## src/logic/pfcr_pkg.sv

```systemverilog
// constants and types for the link temperature fan control register slice
// ============================================================
// Operation
// - found flag reads one when processor detected
// - retry suppress bit stops retry after bad completion
// - rate field selects 1, 2, 5, 10 polls/sec
// - write permit bit gates processor write commands
// - three duty ceilings, reset full scale
// - above start threshold run minimum then ramp
// - span field sets ramp width, default 32 degrees
// - reading above critical limit forces full duty
// - limit 0x80 disables fail-safe, resets zero
// - full duty held until below limit minus hysteresis
`default_nettype none
package pfcr_pkg;
    localparam logic [7:0] PFCR_ADDR_CFG3 = 8'h37;
    localparam logic [7:0] PFCR_ADDR_CEIL1 = 8'h38;
    localparam logic [7:0] PFCR_ADDR_CEIL2 = 8'h39;
    localparam logic [7:0] PFCR_ADDR_CEIL3 = 8'h3a;
    localparam logic [7:0] PFCR_ADDR_TSTART = 8'h3b;
    localparam logic [7:0] PFCR_ADDR_SPAN = 8'h3c;
    localparam logic [7:0] PFCR_ADDR_CRIT = 8'h3d;
    localparam logic [7:0] PFCR_RST_CFG3 = 8'h32;
    localparam logic [7:0] PFCR_RST_CEIL = 8'hff;
    localparam logic [7:0] PFCR_RST_TSTART = 8'hd6;
    localparam logic [7:0] PFCR_RST_SPAN = 8'hc0;
    localparam logic [7:0] PFCR_RST_CRIT = 8'h00;
    localparam logic [7:0] PFCR_CRIT_OFF = 8'h80;
    localparam logic [7:0] PFCR_FULL_DUTY = 8'hff;
    // writable masks; reserved bits read zero
    localparam logic [7:0] PFCR_MASK_CFG3 = 8'hb3;
    localparam logic [7:0] PFCR_MASK_SPAN = 8'hf0;
    localparam int PFCR_BIT_FOUND = 0;
    localparam int PFCR_BIT_RETRY = 1;
    localparam int PFCR_BIT_RATE = 4;
    localparam int PFCR_BIT_PERMIT = 7;
    localparam int PFCR_BIT_SPAN = 4;
    localparam int PFCR_NUM_FANS = 3;
    localparam int PFCR_CLK_HZ = 100_000_000;
    localparam int PFCR_POLL_1 = PFCR_CLK_HZ / 1;
    localparam int PFCR_POLL_2 = PFCR_CLK_HZ / 2;
    localparam int PFCR_POLL_5 = PFCR_CLK_HZ / 5;
    localparam int PFCR_POLL_10 = PFCR_CLK_HZ / 10;
    // span in quarter degrees, one per code 0000..1111
    localparam logic [8:0] PFCR_SPAN_Q [16] = '{
        9'd8, 9'd10, 9'd13, 9'd16, 9'd20, 9'd27, 9'd32, 9'd40,
        9'd53, 9'd64, 9'd80, 9'd107, 9'd128, 9'd160, 9'd213, 9'd320};

    typedef struct packed {
        logic wr;
        logic rd;
        logic [7:0] addr;
        logic [7:0] wdata;
    } pfcr_bus_s;

    typedef struct packed {
        logic valid;
        logic [7:0] temp;
    } pfcr_reading_s;

    typedef enum logic [1:0] {
        PFCR_ST_OFF = 2'b00,
        PFCR_ST_RAMP = 2'b01,
        PFCR_ST_FORCED = 2'b10
    } pfcr_state_e;
endpackage
`default_nettype wire

```

## src/logic/pfcr_duty_calc.sv

```systemverilog
// per-fan automatic duty computation along the ramp
`default_nettype none
module pfcr_duty_calc
    import pfcr_pkg::*;
(
    // clock and reset
    input wire logic clk_i,
    input wire logic reset_i,
    // operands
    input wire logic signed [7:0] temp_i,
    input wire logic signed [7:0] start_i,
    input wire logic [3:0] span_code_i,
    input wire logic [7:0] floor_i,
    input wire logic [7:0] ceil_i,
    // result
    output logic [7:0] duty_o
);
    logic signed [9:0] excess;
    logic [19:0] step;
    logic [8:0] span_q;
    logic [8:0] sum;
    logic [7:0] duty_d;

    always_comb begin
        excess = 10'(temp_i) - 10'(start_i);
        span_q = PFCR_SPAN_Q[span_code_i];
        // quarter-degree span keeps fractional spans; step is divided by the table entry
        step = (excess > 0) ?
            20'((20'(excess) * 20'd4 * 20'(8'(ceil_i - floor_i)))
                / 20'(span_q)) : 20'd0;
        sum = 9'(floor_i) + ((step > 20'd255) ? 9'd255 : 9'(step));
        if (excess <= 0) begin
            duty_d = 8'h00;
        end else if (sum >= 9'(ceil_i) || ceil_i < floor_i) begin
            duty_d = ceil_i;
        end else begin
            duty_d = sum[7:0];
        end
    end

    always_ff @(posedge clk_i) begin
        if (reset_i) begin
            duty_o <= 8'h00;
        end else begin
            duty_o <= duty_d;
        end
    end
endmodule
`default_nettype wire

```

## src/logic/pfcr_regs.sv

```systemverilog
// register slice and fail-safe for link temperature fan control
`default_nettype none
module pfcr_regs
    import pfcr_pkg::*;
(
    // clock and reset
    input wire logic clk_i,
    input wire logic reset_i,
    // register access from the two-wire slave
    input wire pfcr_bus_s bus_i,
    output logic [7:0] rdata_o,
    // link engine status and readings
    input wire logic proc_found_i,
    input wire pfcr_reading_s reading_i,
    input wire logic auto_mode_i,
    // configuration held elsewhere
    input wire logic [7:0] hysteresis_i,
    input wire logic [7:0] min_duty_floor_i,
    // link engine controls
    output logic retry_suppress_o,
    output logic cpu_write_permit_o,
    output logic poll_tick_o,
    // fan drive
    output logic [23:0] fan_duty_o,
    output logic forced_full_o
);
    // ============================================================
    // registers
    logic [7:0] cfg3_q;
    logic [7:0] ceil_q [PFCR_NUM_FANS];
    logic [7:0] tstart_q;
    logic [7:0] span_q;
    logic [7:0] crit_q;
    logic found_q;

    function automatic logic hit(input logic [7:0] a, input logic [7:0] b);
        return bus_i.wr && (a == b);
    endfunction

    always_ff @(posedge clk_i) begin
        if (reset_i) begin
            cfg3_q <= PFCR_RST_CFG3 & PFCR_MASK_CFG3;
            tstart_q <= PFCR_RST_TSTART;
            span_q <= PFCR_RST_SPAN;
            crit_q <= PFCR_RST_CRIT;
        end else begin
            if (hit(bus_i.addr, PFCR_ADDR_CFG3)) begin
                cfg3_q <= bus_i.wdata & PFCR_MASK_CFG3;
            end
            // out-of-range threshold is left to software, not clamped
            if (hit(bus_i.addr, PFCR_ADDR_TSTART)) begin
                tstart_q <= bus_i.wdata;
            end
            if (hit(bus_i.addr, PFCR_ADDR_SPAN)) begin
                span_q <= bus_i.wdata & PFCR_MASK_SPAN;
            end
            if (hit(bus_i.addr, PFCR_ADDR_CRIT)) begin
                crit_q <= bus_i.wdata;
            end
        end
    end

    always_ff @(posedge clk_i) begin
        for (int i = 0; i < PFCR_NUM_FANS; i++) begin
            if (reset_i) begin
                ceil_q[i] <= PFCR_RST_CEIL;
            end else if (hit(bus_i.addr, 8'(PFCR_ADDR_CEIL1 + 8'(i)))) begin
                ceil_q[i] <= bus_i.wdata;
            end
        end
    end

    // detection wins over a software write in the same cycle
    always_ff @(posedge clk_i) begin
        if (reset_i) begin
            found_q <= PFCR_RST_CFG3[PFCR_BIT_FOUND];
        end else if (proc_found_i) begin
            found_q <= 1'b1;
        end else if (hit(bus_i.addr, PFCR_ADDR_CFG3)) begin
            found_q <= bus_i.wdata[PFCR_BIT_FOUND];
        end
    end

    // ============================================================
    // read mux
    always_ff @(posedge clk_i) begin
        if (reset_i) begin
            rdata_o <= 8'h00;
        end else if (bus_i.rd) begin
            case (bus_i.addr)
                PFCR_ADDR_CFG3: rdata_o <= {cfg3_q[7:1], found_q};
                PFCR_ADDR_CEIL1: rdata_o <= ceil_q[0];
                PFCR_ADDR_CEIL2: rdata_o <= ceil_q[1];
                PFCR_ADDR_CEIL3: rdata_o <= ceil_q[2];
                PFCR_ADDR_TSTART: rdata_o <= tstart_q;
                PFCR_ADDR_SPAN: rdata_o <= span_q;
                PFCR_ADDR_CRIT: rdata_o <= crit_q;
                default: rdata_o <= 8'h00;
            endcase
        end
    end

    always_ff @(posedge clk_i) begin
        if (reset_i) begin
            retry_suppress_o <= 1'b0;
            cpu_write_permit_o <= 1'b0;
        end else begin
            retry_suppress_o <= cfg3_q[PFCR_BIT_RETRY];
            cpu_write_permit_o <= cfg3_q[PFCR_BIT_PERMIT];
        end
    end

    // ============================================================
    // poll rate
    logic [26:0] poll_cnt_q;
    logic [26:0] poll_period;

    always_comb begin
        case (cfg3_q[PFCR_BIT_RATE +: 2])
            2'b00: poll_period = 27'(PFCR_POLL_1);
            2'b01: poll_period = 27'(PFCR_POLL_2);
            2'b10: poll_period = 27'(PFCR_POLL_5);
            default: poll_period = 27'(PFCR_POLL_10);
        endcase
    end

    always_ff @(posedge clk_i) begin
        if (reset_i) begin
            poll_cnt_q <= 27'h0;
            poll_tick_o <= 1'b0;
        end else if (poll_cnt_q >= poll_period - 27'h1) begin
            poll_cnt_q <= 27'h0;
            poll_tick_o <= 1'b1;
        end else begin
            poll_cnt_q <= poll_cnt_q + 27'h1;
            poll_tick_o <= 1'b0;
        end
    end

    // ============================================================
    // critical fail-safe, signed readings
    pfcr_state_e state_q;
    logic signed [9:0] release_at;
    logic signed [7:0] last_temp_q;

    // ten bits: a low limit minus a large hysteresis must not wrap positive
    assign release_at = 10'(signed'(crit_q))
        - 10'(signed'({2'b00, hysteresis_i}));

    always_ff @(posedge clk_i) begin
        if (reset_i) begin
            state_q <= PFCR_ST_OFF;
            last_temp_q <= signed'(PFCR_RST_TSTART);
        end else begin
            if (reading_i.valid) begin
                last_temp_q <= signed'(reading_i.temp);
            end
            if (crit_q == PFCR_CRIT_OFF) begin
                state_q <= PFCR_ST_OFF;
            end else if (reading_i.valid) begin
                case (state_q)
                    PFCR_ST_FORCED: begin
                        if (10'(signed'(reading_i.temp)) < release_at) begin
                            state_q <= PFCR_ST_RAMP;
                        end
                    end
                    default: begin
                        if (signed'(reading_i.temp) > signed'(crit_q)) begin
                            state_q <= PFCR_ST_FORCED;
                        end else begin
                            state_q <= PFCR_ST_RAMP;
                        end
                    end
                endcase
            end
        end
    end

    // ============================================================
    // duty per fan
    logic [7:0] auto_duty [PFCR_NUM_FANS];

    for (genvar g = 0; g < PFCR_NUM_FANS; g++) begin : g_fan
        pfcr_duty_calc u_calc (
            .clk_i(clk_i),
            .reset_i(reset_i),
            .temp_i(last_temp_q),
            .start_i(signed'(tstart_q)),
            .span_code_i(span_q[PFCR_BIT_SPAN +: 4]),
            .floor_i(min_duty_floor_i),
            .ceil_i(ceil_q[g]),
            .duty_o(auto_duty[g])
        );
    end

    always_ff @(posedge clk_i) begin
        if (reset_i) begin
            fan_duty_o <= {PFCR_NUM_FANS{PFCR_FULL_DUTY}};
            forced_full_o <= 1'b0;
        end else begin
            forced_full_o <= (state_q == PFCR_ST_FORCED);
            for (int i = 0; i < PFCR_NUM_FANS; i++) begin
                if (state_q == PFCR_ST_FORCED) begin
                    fan_duty_o[i*8 +: 8] <= PFCR_FULL_DUTY;
                end else if (auto_mode_i) begin
                    fan_duty_o[i*8 +: 8] <= auto_duty[i];
                end else begin
                    fan_duty_o[i*8 +: 8] <= ceil_q[i];
                end
            end
        end
    end
endmodule
`default_nettype wire

```

## config.mk

```make
export PLATFORM = sky130hd
export DESIGN_NAME = pfcr_regs
export DESIGN_NICKNAME = d
export VERILOG_FILES = /design/src/logic/pfcr_pkg.sv /design/src/logic/pfcr_duty_calc.sv /design/src/logic/pfcr_regs.sv
export SDC_FILE = /design/constraint.sdc
export NUM_CORES = 2
export LEC_CHECK = 0
export BUFFER_PORTS_ARGS = -buffer_cell sky130_fd_sc_hd__buf_4
export CORE_MARGIN = 5
export CORE_UTILIZATION = 60
export DETAILED_ROUTE_END_ITERATION = 16
export GPL_ROUTABILITY_DRIVEN = 0
export GPL_TIMING_DRIVEN = 0
export PLACE_DENSITY = 0.77
export REMOVE_ABC_BUFFERS = 1
export SYNTH_ARGS = -nofsm -noshare
export SYNTH_HDL_FRONTEND = slang
export SYNTH_SLANG_ARGS = --single-unit
```

## constraint.sdc

```tcl
create_clock -name clk_i -period 173.5 [get_ports clk_i]
set_input_delay 34.7 -clock clk_i [delete_from_list [all_inputs] [get_ports clk_i]]
set_output_delay 34.7 -clock clk_i [all_outputs]
set_load 0.1 [all_outputs]
```

# After elaboration in Yosys (flattened, before gate mapping)

Memories as Yosys holds them, arrays and structs flattened.
Index checks and enable logic that the tools add are counted.

Register bits after elaboration: 123
Memories: 2
Bits in read-only memories: 144
Bits of input ports: 47
RAM bits: 24
Word-level logic and storage cells: 119

$lt $le $gt $ge: 15
Multiply operators: 3
Add/subtract/negate cells: 10
Muxes and demuxes: 36
Div/mod/pow operators: 3
Reduce and logical (&&, ||, !) cells: 17
Equal/unequal tests: 12
Bitwise logic cells: 4

Memory list:

| name            | words | bits a word | read ports | clocked after Yosys merged registers in | wr ports | line                 | text |
|---|---|---|---|---|---|---|---|
| (no name shown) | 16    | 9           | 1          | 0                                       | 0        | pfcr_duty_calc.sv:26 | `span_q = PFCR_SPAN_Q[span_code_i];` |
| ceil_q          | 3     | 8           | 3          | 0                                       | 3        | pfcr_regs.sv:30      | `logic [7:0] ceil_q [PFCR_NUM_FANS];` |

Operators by type and width:

| kind                  | number |
|---|---|
| $pmux 27 s3           | 1 |
| $mux 8                | 9 |
| $div 20x9->20         | 3 |
| $gt 20x8->1 const B   | 3 |
| $mux 20               | 3 |
| $eq 8x6->1 const B    | 7 |
| $pmux 8 s7            | 1 |
| $mul 18x8->18         | 3 |
| $mux 9                | 5 |
| $add 27x1->27 const B | 1 |
| $add 8x9->9           | 3 |
| $ge 27x27->1          | 1 |
| $ge 9x8->1            | 3 |
| $sub 27x1->27 const B | 1 |
| $lt 8x8->1            | 3 |
| $sub 8x8->8           | 3 |
| $mux 1                | 14 |
| $lt 8x10->1           | 1 |
| $sub 8x9->10          | 1 |
| $gt 9x1->1 const B    | 1 |
| $le 9x1->1 const B    | 1 |
| $sub 8x8->9           | 1 |
| $eq 8x8->1 const B    | 1 |
| $gt 8x8->1            | 1 |
| 13 further kinds      | 29 |

# Longest topological paths before layout

Depth after elaboration: 12
Mapped depth: 257
Mapped depth without buffers: 244

# Hierarchy

Synthesis repeated with hierarchy kept, for this count alone.

Cell total of the unflattened synthesis: 5838
Area total of the unflattened synthesis: 44652.8 µm²

Modules (own cells, without submodules):

| module                            | times used | cells each | area an instance (µm²) | seq. area each (µm²) |
|---|---|---|---|---|
| pfcr_duty_calc at g_fan[0].u_calc | 1          | 1729       | 12808.5                | 160.2 |
| pfcr_duty_calc at g_fan[1].u_calc | 1          | 1725       | 12723.5                | 160.2 |
| pfcr_duty_calc at g_fan[2].u_calc | 1          | 1713       | 12569.6                | 160.2 |
| pfcr_regs                         | 1          | 671        | 6551.3                 | 2682.6 |

# Least setup slack after synthesis

No wires, ideal clock.

Path type: input port to flip-flop
Start: input port min_duty_floor_i[1]
End: register g_fan[2].u_calc.duty_o[0]
Arrival: 81.271 ns
Slack: 92.102 ns
Library setup time: 0.128 ns
Stages on the path: 244
Buffers on the path: 15
Required time: 173.372 ns
Cell sequence: inv_1 ha_1 nor2b_1 o21ai_0 nand2b_1 a21oi_1 o21bai_1 a21o_1 a21oi_1 xor2_1 nor2_1 fa_1 fa_1 fa_1 inv_1 fa_1 inv_1 ha_1 [... 208 more ...] nor4b_1 a41oi_1 ha_1 inv_1 fa_1 inv_1 ha_1 a21oi_1 nor2b_1 o21ai_0 nand2b_1 a21oi_1 nor2b_1 o21ai_0 nand2b_1 a21oi_1 mux2i_1 nor2_1

Word-level cells in the longest chain between the ends: 10
Elaborated cells between the ends (all ways): 11

RTL lines:

| what                   | line                 | text |
|---|---|---|
| start: declaration     | pfcr_regs.sv:18      | `input wire logic [7:0] min_duty_floor_i,` |
| $sub 8x8->8            | pfcr_duty_calc.sv:29 | `20'((20'(excess) * 20'd4 * 20'(8'(ceil_i - floor_i)))` |
| $mul 18x8->18          | pfcr_duty_calc.sv:29 |  |
| $div 20x9->20          | pfcr_duty_calc.sv:30 | `/ 20'(span_q)) : 20'd0;` |
| $mux 20                | pfcr_duty_calc.sv:28 | `step = (excess > 0) ?` |
| $gt 20x8->1            | pfcr_duty_calc.sv:31 | `sum = 9'(floor_i) + ((step > 20'd255) ? 9'd255 : 9'(step));` |
| $mux 9                 | pfcr_duty_calc.sv:31 |  |
| $add 8x9->9            | pfcr_duty_calc.sv:31 |  |
| $ge 9x8->1             | pfcr_duty_calc.sv:34 | `end else if (sum >= 9'(ceil_i) \|\| ceil_i < floor_i) begin` |
| $logic_or 1x1->1       | pfcr_duty_calc.sv:34 |  |
| $mux 8 *               | pfcr_duty_calc.sv:34 |  |
| end signal: assignment | pfcr_duty_calc.sv:45 | `duty_o <= duty_d;` |
| end: declaration       | pfcr_duty_calc.sv:16 | `output logic [7:0] duty_o` |

Mark *: on every way between the ends. The rest lies on a longest branch, timed or not.
A chain may end at the register's enable or synchronous reset.

# Worst setup path after layout

Same ends and word-level chain as after synthesis.

==> summary.txt <==
Synth
  • Syn Std Cell Area: 43100 um2
  • Post-synth top flop: dfxtp_1
  • Register area share after synthesis: 0.0734
  • Ys Warns: 0
  • Post-synth EDFFs: 24
  • #FFs+latches synth: 146
  • Syn avg cell area: 7.62 um2
  • Ys async rst share: 0
  • Post-synthesis cell type count: 159
  • Cells after Synth: 5651

Die
  • Core ar.: 71400 um2
  • Die Wd: 278 um
  • Vert. Die Dim: 278 um
  • Starting Density: 0.604
  • DIE AREA: 77300 um2
  • Core Rows: 98
  • I/O pins: 83

Timing
  • Fin Setup TNS: 0 ns
  • Hold violation count in the final report: 0
  • Slew Limit Headroom: 0.0597
  • Final Max Slew Viols: 0
  • Final period util: 0.524
  • Max Clk Rate: 11.0 MHz
  • Max Clock Skew: 0.0180 ns
  • Minimum clock period: 90.83 ns
  • Slew @ Worst Pin: 1.41 ns
  • RSZ-0062 raised after global routing: no
  • Final setup vio count: 0

Critical path
  • Critical Path RT: 173.80 ns
  • FF-to-FF path depth: 226
  • CP endpoint kind: flip-flop
  • Worst setup SP type: input port
  • CP Launch Point: min_duty_floor_i[1]
  • CP most frequent cell: o21a_1
  • WS Path Type: input port to flip-flop
  • Crit path to: g_fan[2].u_calc.duty_o[0]
  • CP peak stage delay: 0.93 ns
  • WP data arrival: 91.12 ns
  • Crit Reg-Reg Endpoint: g_fan[2].u_calc.duty_o[0]
  • R2r setup slk: 116.62 ns
  • CP max stage cell: nor3_2
  • R2R Path Start: tstart_q[0]
  • Critical path fanouts, max: 20

CTS
  • Reg clk slew, reported paths: 0.08 ns
  • Max Buffers Root-to-Sink: 2
  • TritonCTS Buffers: 17
  • Post-CTS sizing: 0
  • Clock Latency Late Sink: 0.43 ns
  • Hold_buf cts: 0
  • CTS root buf: clkbuf_16
  • Clk sinks: 146
  • Setup Fix Bufs, Post-CTS: 0
  • H-tree depth: 4
  • CTS tree: yes

Layout
  • Multi-input gate area: 37700 um2
  • Syn-to-layout area delta: 5.71%
  • Most frequent cells in the layout: nor2_1, ha_1, inv_1
  • Layout Nets: 6510
  • Register Area: 3160 um2
  • Share of layout cells above drive strength 1: 0.0811
  • Commonest non-fill, non-tap cell in the layout: nor2_1
  • Fillers: 6290

Drt
  • Pre-antenna DRT Iters: 7
  • Wire length per cell: 18.1 um
  • Routed Antenna Nets: 0
  • Drt drc: 0
  • Routed WL: 119000 um
  • DRT iter0 DRCs: 3352
  • Via count: 41900
  • Avg Vias per Cell: 6.36

Hold path
  • Tightest Hold Check Type: flip-flop to flip-flop

Placement
  • Port Buffers: 82
  • HPWL Detailed: 96500 um

Global route
  • Largest net degree at the start of global routing: 56
  • Vias in the first global route: 40000
  • Global Route Usage Sum: 0.295
  • Grt total ovfl: 0
  • First-pass GRT wire length: 196000 um
  • Initial antenna violation count: 1

Job
  • Max_cap viols: 0

Run status
  • Status: finished clean
[critical path, delay by kind of cell]
| kind | cells | cell delay [ns] |
|---|---|---|
| compound gates | 134 | 31.95 |
| xor+xnor | 2 | 0.95 |
| simple gates | 48 | 10.95 |
| mux | 5 | 1.87 |
| fa+ha+maj | 27 | 9.21 |
| buf+inv | 11 | 1.26 |
[worst min-delay path by stage]
stage	to	depth (start not counted)	from
finish	fan_duty_o[8]	2	g_fan[1].u_calc.duty_o[0]
global route	fan_duty_o[8]	2	g_fan[1].u_calc.duty_o[0]
CTS	fan_duty_o[8]	2	g_fan[1].u_calc.duty_o[0]
detailed placement	fan_duty_o[8]	2	g_fan[1].u_calc.duty_o[0]
global placement	fan_duty_o[18]	2	g_fan[2].u_calc.duty_o[2]
floorplan	fan_duty_o[6]	2	g_fan[0].u_calc.duty_o[6]
[cell usage after synthesis (12+ instances only)]
cell,number,area (um2)
or3_1,44,275
o211a_1,15,150
nand2b_1,98,613
nor2_1,627,2350
a211oi_1,24,180
a21oi_1,351,1760
mux2i_1,73,731
o21bai_1,21,158
a22oi_1,16,120
a211o_1,29,254
or2_2,47,294
clkbuf_1,92,345
and2_1,52,325
nand3_1,113,566
a21boi_0,12,90.1
nor4_1,28,175
and3_1,46,288
o31ai_1,95,713
o21ai_0,235,1180
a31o_2,18,158
xnor2_1,185,1620
mux2_2,71,800
nor3_1,255,1280
and4_1,12,105
a21o_1,138,1040
nor3b_1,13,97.6
a31oi_1,53,332
inv_1,454,1700
ha_1,626,7830
nand2_1,443,1660
buf_2,21,105
o21a_1,250,1880
nor2b_1,72,450
o211ai_1,66,495
dfxtp_1,122,2440
o22ai_1,16,100
edfxtp_1,24,721
nand4_1,51,319
fa_1,203,4060
o21ai_1,40,200
xor2_1,106,928
nor4b_1,12,105
[cells by family after synthesis]
logic type / Yosys count / synth area share
simple gates: 2014 / 0.230
flops: 146 / 0.0734
buf+inv: 600 / 0.0549
compound gates: 1603 / 0.262
other cells: 1 / 0.0000871
mux: 158 / 0.0409
fa+ha+maj: 834 / 0.277
xor+xnor: 295 / 0.0609
[metrics by stage]
step	hold WS [ns]	util	instance area (um2)	worst slack, ns	instances
after floorplan	0.418	-	42400	92.04	5509
final	0.450	0.638	45500	82.67	6598
after CTS	0.452	0.638	45500	83.49	6597
after detailed placement	0.435	0.630	44900	83.23	6565
after global routing	0.461	0.638	45500	78.09	6597
after global placement	0.427	0.620	44200	83.73	6541
[layer usage]
| metal | track usage | up-vias | share of wire |
|---|---|---|---|
| met4 | 0.0899 | 0 | 0.032 |
| met5 | 0 | - | 0 |
| met2 | 0.491 | 1415 | 0.45 |
| met1 | 0.406 | 19800 | 0.45 |
| met3 | 0.0325 | 231 | 0.071 |
| li1 | - | 20500 | - |
[flip-flops by register name, indices dropped and copies added (netlist names), 8 cells and up]
signal and flops:
tstart_q 8, poll_cnt_q 27, ceil_q 24, last_temp_q 8
fan_duty_o 24, rdata_o 8, g_fan.u_calc.duty_o 24, crit_q 8
[final cells by class]
cell class	count	share of cell area
flip-flops and latches	146	0.0695
diodes	1	0.0000550
clock buffers	17	0.00934
repair buffers	106	0.0251
well taps	950	0.0261
multi-input cells	4905	0.829
clock inverters	15	0.00365
inverters	458	0.0378
Power is left out: the tool's default activity adds up to more than one toggle a clock period on the data nets, which glitch-free logic cannot reach.
